<file path="config.mk">
export PLATFORM = sky130hd
export DESIGN_NAME = dprmc_top
export DESIGN_NICKNAME = d
export VERILOG_FILES = /design/src/rtl/dprmc_pkg.sv /design/src/rtl/dprmc_ref_decode.sv /design/src/rtl/dprmc_top.sv
export SDC_FILE = /design/constraint.sdc
export NUM_CORES = 1
export LEC_CHECK = 0
export ABC_AREA = 1
export BUFFER_PORTS_ARGS = -buffer_cell sky130_fd_sc_hd__buf_2
export CAP_MARGIN = 20
export CORE_UTILIZATION = 50
export DETAILED_ROUTE_END_ITERATION = 10
export GPL_ROUTABILITY_DRIVEN = 0
export PLACE_DENSITY_LB_ADDON = 0.08
export SLEW_MARGIN = 20
export SYNTH_ARGS = -nofsm -noshare
export SYNTH_HDL_FRONTEND = slang
export SYNTH_SLANG_ARGS = --single-unit
</file>
<file path="constraint.sdc">
create_clock -name sys_clk -period 2.9 [get_ports sys_clk]
set_input_delay 0.58 -clock sys_clk [delete_from_list [all_inputs] [get_ports sys_clk]]
set_output_delay 0.58 -clock sys_clk [all_outputs]
set_load 0.005 [all_outputs]
</file>
<file path="src/rtl/dprmc_pkg.sv">
// Package: register map, field positions and decode types for the PLL reference mode control
package dprmc_pkg;

    // ------------------------------------------------------------------
    // Register indices and byte addresses
    // ------------------------------------------------------------------
    localparam logic [7:0]  MODE_ONE_IDX    = 8'h2B;            // Printed index, mode one
    localparam logic [7:0]  MODE_TWO_IDX    = 8'h2C;            // Printed index, mode two
    localparam logic [11:0] MODE_ONE_ADDR   = {2'h0, MODE_ONE_IDX, 2'h0};
    localparam logic [11:0] MODE_TWO_ADDR   = {2'h0, MODE_TWO_IDX, 2'h0};
    localparam logic [15:0] MODE_ONE_RST    = 16'h0000;         // Reset value, mode one
    localparam logic [15:0] MODE_TWO_RST    = 16'h0000;         // Reset value, mode two

    // ------------------------------------------------------------------
    // Field positions, mode one
    // ------------------------------------------------------------------
    localparam int NET_REF_EN_BIT   = 15;                       // Network reference output enable
    localparam int B_DRIVE_BIT      = 14;                       // Second clock set drive
    localparam int A_DRIVE_BIT      = 13;                       // First clock set drive
    localparam int PREF_SEC_BIT     = 12;                       // Preferred reference select
    localparam int SEC_FREQ_LSB     = 10;                       // Secondary frequency field
    localparam int PRI_FREQ_LSB     = 8;                        // Primary frequency field
    localparam int SEC_SRC_LSB      = 4;                        // Secondary source select
    localparam int PRI_SRC_LSB      = 0;                        // Primary source select

    // ------------------------------------------------------------------
    // Field positions, mode two
    // ------------------------------------------------------------------
    localparam int HOLD_RST_BIT     = 11;                       // Holdover memory reset
    localparam int PHASE_RST_BIT    = 10;                       // Phase error reset
    localparam int FAIL_DET_LSB     = 8;                        // Failure detect field
    localparam logic [15:0] MODE_TWO_MASK = 16'h0FFB;           // Writable bits, mode two

    // ------------------------------------------------------------------
    // Decode types
    // ------------------------------------------------------------------
    typedef enum logic [1:0] {
        FREQ_8K     = 2'h0,
        FREQ_1544K  = 2'h1,
        FREQ_2048K  = 2'h2,
        FREQ_BUS8M  = 2'h3
    } dprmc_freq_t;

    typedef enum logic [3:0] {
        SRC_BUS_REF1 = 4'h0,
        SRC_BUS_REF2 = 4'h1,
        SRC_A_SET    = 4'h2,
        SRC_B_SET    = 4'h3,
        SRC_LOCAL0   = 4'h8,
        SRC_LOCAL1   = 4'h9,
        SRC_LOCAL2   = 4'hA,
        SRC_LOCAL3   = 4'hB,
        SRC_RESERVED = 4'hF
    } dprmc_src_t;

    typedef enum logic [1:0] {
        FDM_AUTO    = 2'h0,
        FDM_EXT     = 2'h1,
        FDM_FORCE_P = 2'h2,
        FDM_FORCE_S = 2'h3
    } dprmc_fdm_t;

    // Decoded reference choice for one path
    typedef struct packed {
        dprmc_src_t  src;       // Effective source
        dprmc_freq_t freq;      // Reference frequency
        logic        valid;     // Source code is not reserved
    } dprmc_ref_t;

    // Pad driver group for one pin
    typedef struct packed {
        logic o;                // Level driven
        logic oe;               // High while driven
    } dprmc_pad_t;

endpackage

</file>
<file path="src/rtl/dprmc_ref_decode.sv">
// Reference path decoder: source and frequency fields to effective reference
`timescale 1ns/1ps
module dprmc_ref_decode #(
    parameter logic IS_PRIMARY = 1'b1
) (
    // Raw fields
    input  wire logic [3:0]        srcSel,
    input  wire logic [1:0]        freqSel,
    // Decoded reference
    output dprmc_pkg::dprmc_ref_t  refOut
);
    import dprmc_pkg::*;

    // ------------------------------------------------------------------
    // Source code check
    // ------------------------------------------------------------------
    function automatic logic srcLegal(input logic [3:0] code);
        srcLegal = (code[3:2] == 2'h0) || (code[3:2] == 2'h2);
    endfunction

    // bus frequency forces the clock set
    always_comb begin
        refOut.freq = dprmc_freq_t'(freqSel);
        if (freqSel == FREQ_BUS8M) begin
            // Bus clock frequency overrides the select field
            refOut.src   = IS_PRIMARY ? SRC_A_SET : SRC_B_SET;
            refOut.valid = 1'b1;
        end else if (srcLegal(srcSel)) begin
            refOut.src   = dprmc_src_t'(srcSel);
            refOut.valid = 1'b1;
        end else begin
            // Reserved codes
            refOut.src   = SRC_RESERVED;
            refOut.valid = 1'b0;
        end
    end
endmodule

</file>
<file path="src/rtl/dprmc_top.sv">
// Top: APB register pair steering reference selection and pad enables
`timescale 1ns/1ps
module dprmc_top (
    // Clock and reset
    input  wire logic                 sys_clk,
    input  wire logic                 rst_b,
    input  wire logic                 clkEn,
    // APB slave
    input  wire logic                 psel,
    input  wire logic                 penable,
    input  wire logic                 pwrite,
    input  wire logic [11:0]          paddr,
    input  wire logic [31:0]          pwdata,
    output logic      [31:0]          prdata,
    output logic                      pready,
    output logic                      pslverr,
    // Clock generator side
    input  wire logic                 netRefSrc,
    input  wire logic                 genClockA,
    input  wire logic                 genFrameA,
    input  wire logic                 genClockB,
    input  wire logic                 genFrameB,
    input  wire logic                 inHoldover,
    // Pads
    output dprmc_pkg::dprmc_pad_t     network_ref_output,
    output dprmc_pkg::dprmc_pad_t     bus_clock_a,
    output dprmc_pkg::dprmc_pad_t     frame_a,
    output dprmc_pkg::dprmc_pad_t     bus_clock_b,
    output dprmc_pkg::dprmc_pad_t     frame_b,
    // Decoded control to the PLL
    output dprmc_pkg::dprmc_ref_t     primaryRef,
    output dprmc_pkg::dprmc_ref_t     secondaryRef,
    output logic                      preferSecondary,
    output dprmc_pkg::dprmc_fdm_t     failure_detect_field,
    output logic                      holdover_memory_reset,
    output logic                      phase_error_reset,
    output logic                      forceFreerun,
    output logic                      alignFrameA,
    output logic                      alignFrameB
);
    import dprmc_pkg::*;

    // ------------------------------------------------------------------
    // Register storage
    // ------------------------------------------------------------------
    logic [15:0] pll_reference_mode_one_ff;     // Mode one register
    logic [15:0] pll_reference_mode_two_ff;     // Mode two register
    logic        holdReq_ff;                    // Holdover reset seen in holdover
    logic [31:0] prdata_ff;                     // Registered read data
    logic        pslverr_ff;                    // Registered error
    logic        accDone_ff;                    // Access phase answered
    logic        nxt_accDone;                   // Next answer state

    // ------------------------------------------------------------------
    // Address decode
    // ------------------------------------------------------------------
    function automatic logic [1:0] addrHit(input logic [11:0] a);
        addrHit = {a == MODE_TWO_ADDR, a == MODE_ONE_ADDR};
    endfunction

    logic [1:0] hit;        // One-hot register hit
    logic       setupOk;    // First access cycle seen
    assign hit     = addrHit(paddr);
    assign setupOk = psel && penable && !accDone_ff;

    // ------------------------------------------------------------------
    // APB handshake: one wait state, answered in second access cycle
    // ------------------------------------------------------------------
    assign nxt_accDone = setupOk;
    assign pready      = accDone_ff;
    assign prdata      = prdata_ff;
    assign pslverr     = pslverr_ff;

    // Access phase tracking
    always_ff @(posedge sys_clk) begin
        if (!rst_b) begin
            accDone_ff <= 1'b0;
        end else if (clkEn) begin
            accDone_ff <= nxt_accDone;
        end
    end

    // Read data and error capture
    always_ff @(posedge sys_clk) begin
        if (!rst_b) begin
            prdata_ff  <= 32'h0000_0000;
            pslverr_ff <= 1'b0;
        end else if (clkEn) begin
            if (setupOk) begin
                // Unmapped address answers with error, zero data
                pslverr_ff <= (hit == 2'h0);
                if (hit[0]) begin
                    prdata_ff <= {16'h0000, pll_reference_mode_one_ff};
                end else if (hit[1]) begin
                    prdata_ff <= {16'h0000, pll_reference_mode_two_ff};
                end else begin
                    prdata_ff <= 32'h0000_0000;
                end
            end else begin
                pslverr_ff <= 1'b0;
            end
        end
    end

    // ------------------------------------------------------------------
    // Register writes, taken at the edge that completes the access
    // ------------------------------------------------------------------
    logic wrEdge;   // Write completes this edge
    assign wrEdge = psel && penable && accDone_ff && pwrite;

    // Mode one register
    always_ff @(posedge sys_clk) begin
        if (!rst_b) begin
            pll_reference_mode_one_ff <= MODE_ONE_RST;
        end else if (clkEn && wrEdge && hit[0]) begin
            pll_reference_mode_one_ff <= pwdata[15:0];
        end
    end

    // upper bits and bit two held at zero
    always_ff @(posedge sys_clk) begin
        if (!rst_b) begin
            pll_reference_mode_two_ff <= MODE_TWO_RST;
        end else if (clkEn && wrEdge && hit[1]) begin
            pll_reference_mode_two_ff <= pwdata[15:0] & MODE_TWO_MASK;
        end
    end

    // ------------------------------------------------------------------
    // Pad drivers
    // ------------------------------------------------------------------
    logic netEn;    // Network reference enable
    logic bDrive;   // B set drive
    logic aDrive;   // A set drive
    assign netEn  = pll_reference_mode_one_ff[NET_REF_EN_BIT];
    assign bDrive = pll_reference_mode_one_ff[B_DRIVE_BIT];
    assign aDrive = pll_reference_mode_one_ff[A_DRIVE_BIT];

    always_ff @(posedge sys_clk) begin
        if (!rst_b) begin
            network_ref_output <= '0;
        end else if (clkEn) begin
            network_ref_output.oe <= netEn;
            network_ref_output.o  <= netEn & netRefSrc;
        end
    end

    // B set pins driven or left as inputs
    always_ff @(posedge sys_clk) begin
        if (!rst_b) begin
            bus_clock_b <= '0;
            frame_b     <= '0;
        end else if (clkEn) begin
            bus_clock_b.oe <= bDrive;
            bus_clock_b.o  <= bDrive & genClockB;
            frame_b.oe     <= bDrive;
            frame_b.o      <= bDrive & genFrameB;
        end
    end

    // A set pins driven or left as inputs
    always_ff @(posedge sys_clk) begin
        if (!rst_b) begin
            bus_clock_a <= '0;
            frame_a     <= '0;
        end else if (clkEn) begin
            bus_clock_a.oe <= aDrive;
            bus_clock_a.o  <= aDrive & genClockA;
            frame_a.oe     <= aDrive;
            frame_a.o      <= aDrive & genFrameA;
        end
    end

    // ------------------------------------------------------------------
    // Reference decode
    // ------------------------------------------------------------------
    dprmc_pkg::dprmc_ref_t priDec;  // Primary decode
    dprmc_pkg::dprmc_ref_t secDec;  // Secondary decode

    dprmc_ref_decode #(
        .IS_PRIMARY (1'b1)
    ) u_pri (
        .srcSel  (pll_reference_mode_one_ff[PRI_SRC_LSB +: 4]),
        .freqSel (pll_reference_mode_one_ff[PRI_FREQ_LSB +: 2]),
        .refOut  (priDec)
    );

    dprmc_ref_decode #(
        .IS_PRIMARY (1'b0)
    ) u_sec (
        .srcSel  (pll_reference_mode_one_ff[SEC_SRC_LSB +: 4]),
        .freqSel (pll_reference_mode_one_ff[SEC_FREQ_LSB +: 2]),
        .refOut  (secDec)
    );

    // decoded choice and frame alignment registered
    always_ff @(posedge sys_clk) begin
        if (!rst_b) begin
            primaryRef      <= '0;
            secondaryRef    <= '0;
            preferSecondary <= 1'b0;
            alignFrameA     <= 1'b0;
            alignFrameB     <= 1'b0;
        end else if (clkEn) begin
            primaryRef      <= priDec;
            secondaryRef    <= secDec;
            preferSecondary <= pll_reference_mode_one_ff[PREF_SEC_BIT];
            alignFrameA     <= (priDec.src == SRC_A_SET) && !pll_reference_mode_one_ff[PREF_SEC_BIT];
            alignFrameB     <= (secDec.src == SRC_B_SET) && pll_reference_mode_one_ff[PREF_SEC_BIT];
        end
    end

    // ------------------------------------------------------------------
    // Holdover, phase error and failure detect controls
    // ------------------------------------------------------------------
    logic holdBit;  // Holdover memory reset bit
    assign holdBit = pll_reference_mode_two_ff[HOLD_RST_BIT];

    // holdover memory reset, freerun latch in holdover
    always_ff @(posedge sys_clk) begin
        if (!rst_b) begin
            holdover_memory_reset <= 1'b0;
            holdReq_ff            <= 1'b0;
        end else if (clkEn) begin
            holdover_memory_reset <= holdBit;
            if (holdBit && inHoldover) begin
                // Set only while in holdover; leaving holdover clears it even with the bit high
                holdReq_ff <= 1'b1;
            end else if (!inHoldover) begin
                holdReq_ff <= 1'b0;
            end
        end
    end
    assign forceFreerun = holdReq_ff;

    always_ff @(posedge sys_clk) begin
        if (!rst_b) begin
            phase_error_reset    <= 1'b0;
            failure_detect_field <= FDM_AUTO;
        end else if (clkEn) begin
            phase_error_reset    <= pll_reference_mode_two_ff[PHASE_RST_BIT];
            failure_detect_field <= dprmc_fdm_t'(pll_reference_mode_two_ff[FAIL_DET_LSB +: 2]);
        end
    end

    // ------------------------------------------------------------------
    // Checks
    // ------------------------------------------------------------------
    a_net_pad_enable: assert property (@(posedge sys_clk) disable iff (!rst_b)
        clkEn |=> network_ref_output.oe == $past(netEn))
        else $error("network ref enable mismatch");

    a_b_set_drive: assert property (@(posedge sys_clk) disable iff (!rst_b)
        clkEn |=> (bus_clock_b.oe == $past(bDrive)) && (frame_b.oe == $past(bDrive)))
        else $error("B set drive mismatch");

    a_a_set_drive: assert property (@(posedge sys_clk) disable iff (!rst_b)
        clkEn |=> (bus_clock_a.oe == $past(aDrive)) && (frame_a.oe == $past(aDrive)))
        else $error("A set drive mismatch");

    a_freq_pass: assert property (@(posedge sys_clk) disable iff (!rst_b)
        clkEn |=> primaryRef.freq == $past(pll_reference_mode_one_ff[PRI_FREQ_LSB +: 2]))
        else $error("primary frequency mismatch");

    a_src_reserved: assert property (@(posedge sys_clk) disable iff (!rst_b)
        clkEn && pll_reference_mode_one_ff[PRI_FREQ_LSB +: 2] != 2'h3
        && pll_reference_mode_one_ff[2] |=> !primaryRef.valid)
        else $error("reserved source accepted");

    a_hold_freerun: assert property (@(posedge sys_clk) disable iff (!rst_b)
        clkEn && holdBit && inHoldover |=> forceFreerun)
        else $error("freerun not forced");

    a_phase_reset: assert property (@(posedge sys_clk) disable iff (!rst_b)
        clkEn |=> phase_error_reset == $past(pll_reference_mode_two_ff[PHASE_RST_BIT]))
        else $error("phase reset mismatch");

    a_upper_zero: assert property (@(posedge sys_clk) disable iff (!rst_b)
        pll_reference_mode_two_ff[15:12] == 4'h0)
        else $error("upper bits set");

    a_fdm_pass: assert property (@(posedge sys_clk) disable iff (!rst_b)
        clkEn |=> failure_detect_field == $past(pll_reference_mode_two_ff[FAIL_DET_LSB +: 2]))
        else $error("failure detect mismatch");

    a_bus_force_a: assert property (@(posedge sys_clk) disable iff (!rst_b)
        clkEn && pll_reference_mode_one_ff[PRI_FREQ_LSB +: 2] == 2'h3 |=> primaryRef.src == SRC_A_SET)
        else $error("A set not forced");

    a_apb_answer: assert property (@(posedge sys_clk) disable iff (!rst_b)
        clkEn && psel && penable && !pready |=> pready)
        else $error("APB answer late");

endmodule

</file>
==> impl_results.md, run 1 <==
- TritonCTS Sinks: between 70 and 80
- Crit end category: flop
- Nets@finish: between 600 and 700
- Count of input and output buffers: 89
- FF+latch count, synth: 75
- Final Instance Count excl. Fillers: 643
- Dpl cell area: between 3000 and 4000 sq um
- LEAKAGE: 2.09 nW
- Drt total wl: between 7000 and 8000 microns
- Worst slew pin tran: ~0.6 ns
- Max-capacitance violation count: 0
- Finished Cell Area: around 3900 sq um
- Rows: 29
- H-tree depth: 3
- Synth Instances: approximately 480
- Clk_skew: about 0.0066 ns
- Syn Area/Cell: between 6 and 7 sq um
- Final ANT Viol Nets: 0
- Final Hold Vio Count: 0
- Critical Path Start Type: input port
- Post-place setup slack: 0.752 ns
- RSZ-0062 raised after global routing: false
- DR DRC count: 14
- GR Overflow Total: 0
- Post-synthesis mux area share: 0
- Post-synthesis xor/xnor area fraction: 0
- Die area: 7040 sq um
- Initial DRT Pass Iterations: 7
- Hold buffers post-CTS: 0
- Die height: 83.9 microns
- Dpl cells: 627
- Synth Area in Adders: 0
- Yosys Warn Count: 0
- Final setup fails: 0
- Fill count: 655
- Crit path setup slack, layout: between 1 and 1.5 ns
- Failing checks: design-rule violations
- Largest net degree at the start of global routing: 48
- CTS tree: done
- Power Density: 541 nW/um^2
- Clock-pin slew on the worst setup and hold paths: roughly 0.080 ns
- Netlist Area Pre-Place: 3350 sq um
- CTS resizes: 0
- Simple-Gate Fraction of Synth Area: 0.316
- Worst vdd ir: 0.346 mV
- Layout cells sized above 1: 0.208
- Setup bufs post-CTS: 0
- Later-pin clock latency in the skew report: 0.35 ns
- Largest family of logic cells by synthesized area: simple AND/OR/NAND/NOR gates
- Synth cell types: 23
- Max Clk Rate: 0.559 GHz
- Initial antenna violation count: 0
- Setup_tns: 0 ns
- Crit Path Max Fanout: 22
- Initial Util: 0.522
- Sequential fraction of the synthesis area: 0.448
- Starting DRC count in detailed routing: between 150 and 200
- Global-route wire length before repair: 12900 microns
- Vias: 3074
- HP Class: input port to flop
- Status: finished, violations left
- Aggregate global-route resource usage: 0.233
- Vias in the first global route: around 2800
- WL/cell: 12.2 microns
- Complex-gate fraction of the synthesized area: 0.0836
- Die X-Extent: 83.9 microns
- Avg Vias per Cell: 4.78
- Fin crit period: 1.79 ns
- Diode count: 0
- Longest Clk Path Bufs: 2
- Fin. max-slew vios: 0
- Worst rel slew slack: 0.605
- Worst Path Arrival: around 2.1 ns
- CTS root buf: clkbuf_8
- Synth-to-Final Area Change: 17.0%
- Worst path required time: 3.19 ns
- CTS buffer count: 9
- CORE AREA: 6420 sq um
- Final HPWL DP: between 5000 and 6000 microns
- Period utilisation layout: 0.616
- IO Pins: 122
- Worst setup path class: input port to flop
sequential cells by signal (all words and copies together) (netlist names), 7 cells and up:
name and cells:
secondaryRef 7, primaryRef 7, pll_reference_mode_two_ff 11, prdata 16, pll_reference_mode_one_ff 16
report_power, final:
group          switching [mW]  total [mW]  internal, mW
clock network           0.411       0.901         0.490
logic                  0.0952       0.156        0.0612
registers              0.0116        1.07          1.05
total                   0.517        2.12          1.61
kinds of logic (layout without fill, tap and decap cells):
kind of cell | count (synthesis) | in the layout
AND/OR/NAND/NOR | 253 | 253
buffers and inverters | 101 | 168
flip-flops | 75 | 75
AO/OA/AOI/OAI | 54 | 54
other | 1 | 16
cell usage after synthesis:
library cell	instances	area (sq um)
nand2_1	99	372
nor2_1	98	368
dfxtp_1	75	1500
inv_1	55	206
nand3_1	49	245
a21oi_1	29	145
o21ai_0	21	105
buf_4	19	143
buf_2	11	55.1
buf_6	6	67.6
clkbuf_1	6	22.5
o211ai_1	3	22.5
buf_1	2	7.51
inv_2	2	7.51
a22oi_1	1	7.51
and2_1	1	6.26
conb_1	1	3.75
nand3_2	1	10.0
nand3_4	1	17.5
nand4_1	1	6.26
nor2_2	1	6.26
nor2_4	1	11.3
nor3_4	1	16.3
through the flow:
stage	power [mW]	util	hold WS, ns
global placement	1.24	0.576	0.449
floorplan	1.19	-	0.445
CTS	2.14	0.611	0.441
finish	2.12	0.611	0.449
global route	2.21	0.611	0.455
detailed placement	1.25	0.576	0.450
cell usage in the layout (no fill, tap or decap):
| cell | instances |
|---|---|
| o21ai_0 | 21 |
| clkbuf_8 | 9 |
| nand3_1 | 49 |
| inv_2 | 2 |
| buf_2 | 89 |
| nor2_2 | 1 |
| nand3_4 | 1 |
| inv_1 | 55 |
| nand2_1 | 99 |
| o211ai_1 | 3 |
| nand4_1 | 1 |
| nor3_4 | 1 |
| a21oi_1 | 29 |
| clkinv_2 | 1 |
| clkinv_4 | 1 |
| nor2_1 | 98 |
| and2_1 | 1 |
| dfxtp_1 | 75 |
| a22oi_1 | 1 |
| conb_1 | 16 |
| buf_4 | 6 |
| inv_6 | 2 |
| clkinvlp_4 | 1 |
| bufinv_16 | 2 |
| nand3_2 | 1 |
| nor2_4 | 1 |
path summary, 6_finish.rpt:
path | cells after the start | slack, ns | startpoint | to
max | 8 | 1.11 | paddr[11] | pll_reference_mode_two_ff[3]$_SDFFE_PN0P_
min | 3 | 0.45 | pwdata[2] | pll_reference_mode_one_ff[2]$_SDFFE_PN0P_
max reg2reg | 6 | 1.32 | pready$_SDFFE_PN0P_ | pll_reference_mode_two_ff[3]$_SDFFE_PN0P_
min reg2reg | 2 | 0.46 | network_ref_output[0]$_SDFFE_PN0P_ | network_ref_output[0]$_SDFFE_PN0P_
worst max-delay path: stages:
cell	delay, ns
buf_2	0.10
nor2_1	0.10
nand2_1	0.09
nor2_4	0.40
nand3_2	0.46
nand2_1	0.16
nand2_1	0.06
nor2_1	0.11
layer usage:
| layer | share of wire | global-route usage | up-vias | wire length, microns |
|---|---|---|---|---|
| met5 | 0 | 0 | - | 0 |
| met4 | 0.020 | 0.102 | 0 | 155 |
| met3 | 0.048 | 0.0415 | 14 | 379 |
| met2 | 0.46 | 0.376 | 76 | 3660 |
| met1 | 0.47 | 0.305 | 1371 | 3680 |
| li1 | - | - | 1613 | - |
cell type report:
type	count	area [sq um]	share of cell area
sequential	75	1500	0.383
multi-input combinational	323	1400	0.357
timing repair buffer	95	490	0.125
inverter	57	214	0.0545
clock buffer	9	124	0.0316
clock inverter	7	98.8	0.0252
tap	77	96.3	0.0246
(Power assumes the default switching activity.)
==> run 2: changes to the inputs <==
- CORE_UTILIZATION: 50 -> 45
- clock period: 2.9 -> 1.61 ns (I/O delays scaled with it)
==> impl_results.md, run 2 (synthesized netlist as in run 1, its figures left out) <==
- Status: finished clean
- Diode count: 0
- Drt total wl: 8050 microns
- Initial antenna violation count: 0
- CTS tree: done
- Worst Path Arrival: 1.63 ns
- M1 WL: 3760 microns
- Initial DRT Pass Iterations: 4
- Setup_tns: 0 ns
- IO Pins: 122
- Worst slew pin tran: about 0.5 ns
- Power Density: 938 nW/um^2
- Worst vdd ir: 0.502 mV
- Final setup fails: 0
- Max Clk Rate: 0.747 GHz
- CTS resizes: 0
- CTS root buf: clkbuf_8
- Global-route wire length before repair: 13100 microns
- Die X-Extent: just under 90 microns
- Clk_skew: roughly 0.0084 ns
- Hold slack: 0.194 ns
- Crit path setup slack, layout: between 0.2 and 0.3 ns
- Worst path required time: 1.90 ns
- Setup bufs post-CTS: 0
- Most frequent cells in the layout: 99 x nand2_1, 98 x nor2_1, 89 x buf_2
- WL/cell: approximately 12 microns
- Die height: 88.3 microns
- CORE AREA: 7210 sq um
- Post-place setup slack: 0.160 ns
- Clock-pin slew on the worst setup and hold paths: 0.08 ns
- Die area: 7800 sq um
- Final ANT Viol Nets: 0
- Final Hold Vio Count: 0
- Layout cells sized above 1: 0.219
- Tot Pwr: between 3 and 4 mW
- Rows: 31
- LEAKAGE: 2.14 nW
- Crit Path Max Fanout: 22
- Max-capacitance violation count: 0
- Starting DRC count in detailed routing: 148
- H-tree depth: 3
- Final HPWL DP: roughly 5600 microns
- Worst setup path class: flop to flop
- Fin crit period: between 1 and 1.5 ns
- TritonCTS Sinks: 75
- Initial Util: 0.465
- Largest net degree at the start of global routing: 35
- Max layer used: met4
- Vias: 3126
- Final Instance Count excl. Fillers: 674
- Hold buffers post-CTS: 0
- RSZ-0062 raised after global routing: false
- Longest Clk Path Bufs: 2
- Period utilisation layout: 0.831
- Synth-to-Final Area Change: 20.8%
- GR Overflow Total: 0
- Later-pin clock latency in the skew report: about 0.35 ns
- WL met3: 455 microns
- HP Class: input port to flop
- Aggregate global-route resource usage: 0.221
- Avg Vias per Cell: approximately 4.6
- DR DRC count: 0
- Nets@finish: roughly 630
- Worst rel slew slack: 0.667
- Most common cell after layout, fill and taps aside: nand2_1
- Crit end category: flop
- Critical Path Start Type: flop
- Vias in the first global route: between 2000 and 3000
- CTS buffer count: 9
- WL met2: 3750 microns
- Count of input and output buffers: 89
- Dpl cells: 658
- Fin. max-slew vios: 0
==> run 2: metrics by stage <==
stage	cell area (sq um)	utilization
after global routing	4050	0.561
final	4050	0.561
after floorplan	3410	-
after CTS	4050	0.561
after global placement	3830	0.531
after detailed placement	3830	0.531
==> run 2: routing by layer <==
layer	track usage	vias to the layer above
met4	0.0792	0
met2	0.357	93
met1	0.297	1392
li1	-	1633
met3	0.0392	8
met5	0	-
==> run 2: worst max-delay path, stage by stage, from the launching register on <==
cell     delay, ns
dfxtp_1       0.38
nand2_1       0.06
nor2_1        0.29
nand3_2       0.10
buf_4         0.22
nand2_1       0.08
nand2_1       0.05
nor2_1        0.09
==> run 2: final timing paths <==
| check | start | end | slack, ns | cells after the start |
|---|---|---|---|---|
| setup reg to reg | pready$_SDFFE_PN0P_ | pll_reference_mode_two_ff[11]$_SDFFE_PN0P_ | 0.27 | 7 |
| hold / removal | pwdata[13] | pll_reference_mode_one_ff[13]$_SDFFE_PN0P_ | 0.19 | 3 |
| hold reg to reg | network_ref_output[1]$_SDFFE_PN0P_ | network_ref_output[1]$_SDFFE_PN0P_ | 0.46 | 2 |
| setup / recovery | pready$_SDFFE_PN0P_ | pll_reference_mode_two_ff[11]$_SDFFE_PN0P_ | 0.27 | 7 |
==> run 2: area by class of cell <==
class	instances	area, sq um
well taps	99	124
clock inverters	6	88.8
clock buffers	10	128
multi-input cells	323	1400
fillers	737	3160
inverters	57	214
repair buffers	104	596
flip-flops and latches	75	1500
==> run 2: where the power goes <==
group          switching [mW]  internal [mW]
Combinational           0.174          0.122
Sequential             0.0212           1.90
Clock                   0.707          0.876
==> run 3: changes to the inputs <==
- ABC_AREA: 1 -> 0
- CORE_UTILIZATION: 45 -> 48
- clock period: 1.61 -> 1.3 ns (I/O delays scaled with it)
==> impl_results.md, run 3 <==
- Status: finished, violations left
- Failing checks: negative setup slack
- Aggregate global-route resource usage: 0.221
- Crit-path most repeated cell: buf_6
- Vias in the first global route: 2285
- Fill count: 501
- Final setup fails: 31
- Max-capacitance violation count: 0
- Count of input and output buffers: between 80 and 90
- R2R Setup Slk: 0.05 ns
- Layout cells sized above 1: 0.360
- Top post-synthesis cells by count: 75 x dfxtp_1, 65 x nand2_1, 39 x mux2i_1
- Sequential fraction of the synthesis area: 0.485
- Syn Area/Cell: 9.27 sq um
- Hold Crit Depth: 3
- IO Pins: between 100 and 150
- DR DRC count: 0
- Reg2Reg Depth: 6
- Rows: 28
- Post-synthesis mux area share: 0.126
- Synth Flop Type: dfxtp_1
- Final Hold Vio Count: 0
- Vias: 2663
- TritonCTS Sinks: 75
- Worst vdd ir: around 0.65 mV
- Share of the synthesized area in the top cell type: 0.485
- RSZ-0062 raised after global routing: true
- Later-pin clock latency in the skew report: 0.34 ns
- Clock-pin slew on the worst setup and hold paths: 0.07 ns
- Largest net degree at the start of global routing: 58
- Hold buffers post-CTS: 0
- Count leader, synth: dfxtp_1
- Synth Instances: 334
- Period utilisation layout: 1.06
- Dpl cell area: 3730 sq um
- Worst R2R End: pll_reference_mode_one_ff[5]$_SDFFE_PN0P_
- H-tree depth: 3
- Internal: 3.31 mW
- Max Clk Rate: 0.725 GHz
- Final HPWL DP: 5100 microns
- Netlist Area Pre-Place: approximately 3100 sq um
- Dpl cells: 500
- Drt total wl: 7430 microns
- Worst Path Arrival: 1.65 ns
- Complex-gate fraction of the synthesized area: 0.123
- Starting DRC count in detailed routing: 98
- CTS tree: done
- Yosys Warn Count: 0
- Number of flops mapped to enable cells by yosys: 0
- Final Instance Count excl. Fillers: 517
- Global-route wire length before repair: between 10000 and 15000 microns
- Critical path's slowest cell: or4_4
- Initial Util: 0.511
- Die area: 6770 sq um
- Avg Vias per Cell: 5.15
- Initial DRT Pass Iterations: 4
- Largest family of logic cells by synthesized area: simple AND/OR/NAND/NOR gates
- Sw Pwr: 0.990 mW
- Fin crit period: 1.38 ns
- Diode count: 0
- Synth Area in Adders: 0
- Longest Clk Path Bufs: 2
- CTS root buf: clkbuf_8
- Initial antenna violation count: 0
- Most frequent cells in the layout: 88 x buf_2, 72 x dfxtp_1, 64 x nand2_1
- Tot Pwr: 4.30 mW
- Sequential Power Share: 0.543
- Crit Path Max Fanout: 7
- Post-synth ARST share: 0
- Critical Path Start Type: input port
- Power Density: between 1000 and 1500 nW/um^2
- FF+latch count, synth: 75
- HP Class: input port to flop
- Max incr delay on CP: 0.56 ns
- Final ANT Viol Nets: 0
- Most common cell after layout, fill and taps aside: buf_2
- Worst setup path class: input port to flop
- Simple-Gate Fraction of Synth Area: 0.188
- Clk_skew: 0.00938 ns
- Die X-Extent: around 82 microns
- WL/cell: 14.4 microns
- Fin. max-slew vios: 0
- Top cell type by total area after synthesis: dfxtp_1
- Die height: 82.3 microns
- Crit end category: flop
- Hold slack: roughly 0.17 ns
- Combinational share of power: 0.074
- Finished Cell Area: 4080 sq um
- Synth-to-Final Area Change: 31.8%
- Post-place setup slack: -0.553 ns
- Top cells by area, synth: dfxtp_1 49%, mux2i_1 13%, nand2_1 7.9%, buf_4 4.4%, a221oi_1 3.1%
- Switching share of total power: 0.230
- Clock power frac: 0.383
- CTS buffer count: 9
- Post-synthesis xor/xnor area fraction: 0
- Crit path setup slack, layout: -0.0785 ns
- RR Startpoint: pready$_SDFFE_PN0P_
- CORE AREA: 6060 sq um
- Crit path cell chain: buf_6 > or4_4 > nor4_4 > buf_6 > buf_12 > nand3_2 > a21boi_1
- Synth cell types: 33
- GR Overflow Total: 0
- Nets@finish: 494
- Hold Path Origin: pwdata[2]
- Worst path required time: 1.57 ns
- LEAKAGE: 1.99 nW
- Hold Path Sink: pll_reference_mode_one_ff[2]$_SDFFE_PN0P_
## run 3: cell types whose count changed in the layout (fill, tap and decap cells not counted), moves of 5 or more
cell      before  now
nor2_1        98   17
inv_1         55    2
nand3_1       49    9
mux2i_1        0   38
nand2_1       99   64
a21oi_1       29    4
nor2b_1        0   13
a21boi_0       0   12
a221oi_2       0    9
buf_4         12   20
o21ai_0       21   15
a21boi_1       0    5
buf_6          0    5
## run 3: what timing repair did
item,in CTS,in global routing
gates cloned,0,1
gates resized for setup,10,20
pin swaps,4,15
endpoints found under the setup margin,44,44
setup buffers,1,0
## run 3: power groups by stage
stage / sequential (mW) / combinational, mW / clock (mW)
2_1_floorplan: 2.39 / 0.188 / 0
3_3_place_gp: 2.39 / 0.300 / 0
3_5_place_dp: 2.39 / 0.302 / 0
4_1_cts: 2.34 / 0.309 / 1.68
5_1_grt: 2.34 / 0.352 / 1.78
6_report: 2.34 / 0.317 / 1.65
## run 3: layout make-up
class | count | area (sq um) | area share
clock buffers | 14 | 173 | 0.0423
clock inverters | 1 | 7.51 | 0.00184
inverters | 2 | 7.51 | 0.00184
multi-input cells | 233 | 1570 | 0.384
flip-flops and latches | 75 | 1510 | 0.369
well taps | 75 | 93.8 | 0.0230
repair buffers | 117 | 727 | 0.178
## run 3: cell families after synthesis
| kind of cell | count (synthesis) |
|---|---|
| other | 1 |
| flip-flops | 75 |
| multiplexers | 39 |
| buffers and inverters | 42 |
| AND/OR/NAND/NOR | 122 |
| AO/OA/AOI/OAI | 55 |
## run 3: worst max-delay path: cells and delay by family
| family | cells | cell delay [ns] |
|---|---|---|
| simple gates | 3 | 0.80 |
| buf+inv | 3 | 0.46 |
| compound gates | 1 | 0.13 |
## run 3: routing by layer
metal / GRT usage / wire (microns) / vias to the layer above
met5: 0 / 0 / -
met4: 0.0702 / 52 / 0
met3: 0.0527 / 505 / 6
met2: 0.340 / 3430 / 102
met1: 0.304 / 3440 / 1241
li1: - / - / 1314
## run 3: how the worst max path moves through the flow
| stage | depth (start not counted) | endpoint | startpoint |
|---|---|---|---|
| after floorplan | 5 | pll_reference_mode_one_ff[10]$_SDFFE_PN0P_ | paddr[11] |
| after global placement | 6 | pll_reference_mode_one_ff[0]$_SDFFE_PN0P_ | paddr[11] |
| after detailed placement | 7 | pll_reference_mode_two_ff[6]$_SDFFE_PN0P_ | paddr[11] |
| after CTS | 7 | pll_reference_mode_two_ff[6]$_SDFFE_PN0P_ | paddr[0] |
| after global routing | 7 | prdata[12]$_SDFFE_PN0P_ | paddr[0] |
| final | 7 | prdata[12]$_SDFFE_PN0P_ | paddr[0] |
## run 3: per-stage QoR
stage	TNS, ns	utilization
after floorplan	-18.41	-
after global placement	-21.61	0.615
after detailed placement	-22.74	0.615
after CTS	-0.139	0.654
after global routing	-1.63	0.673
final	-0.607	0.673
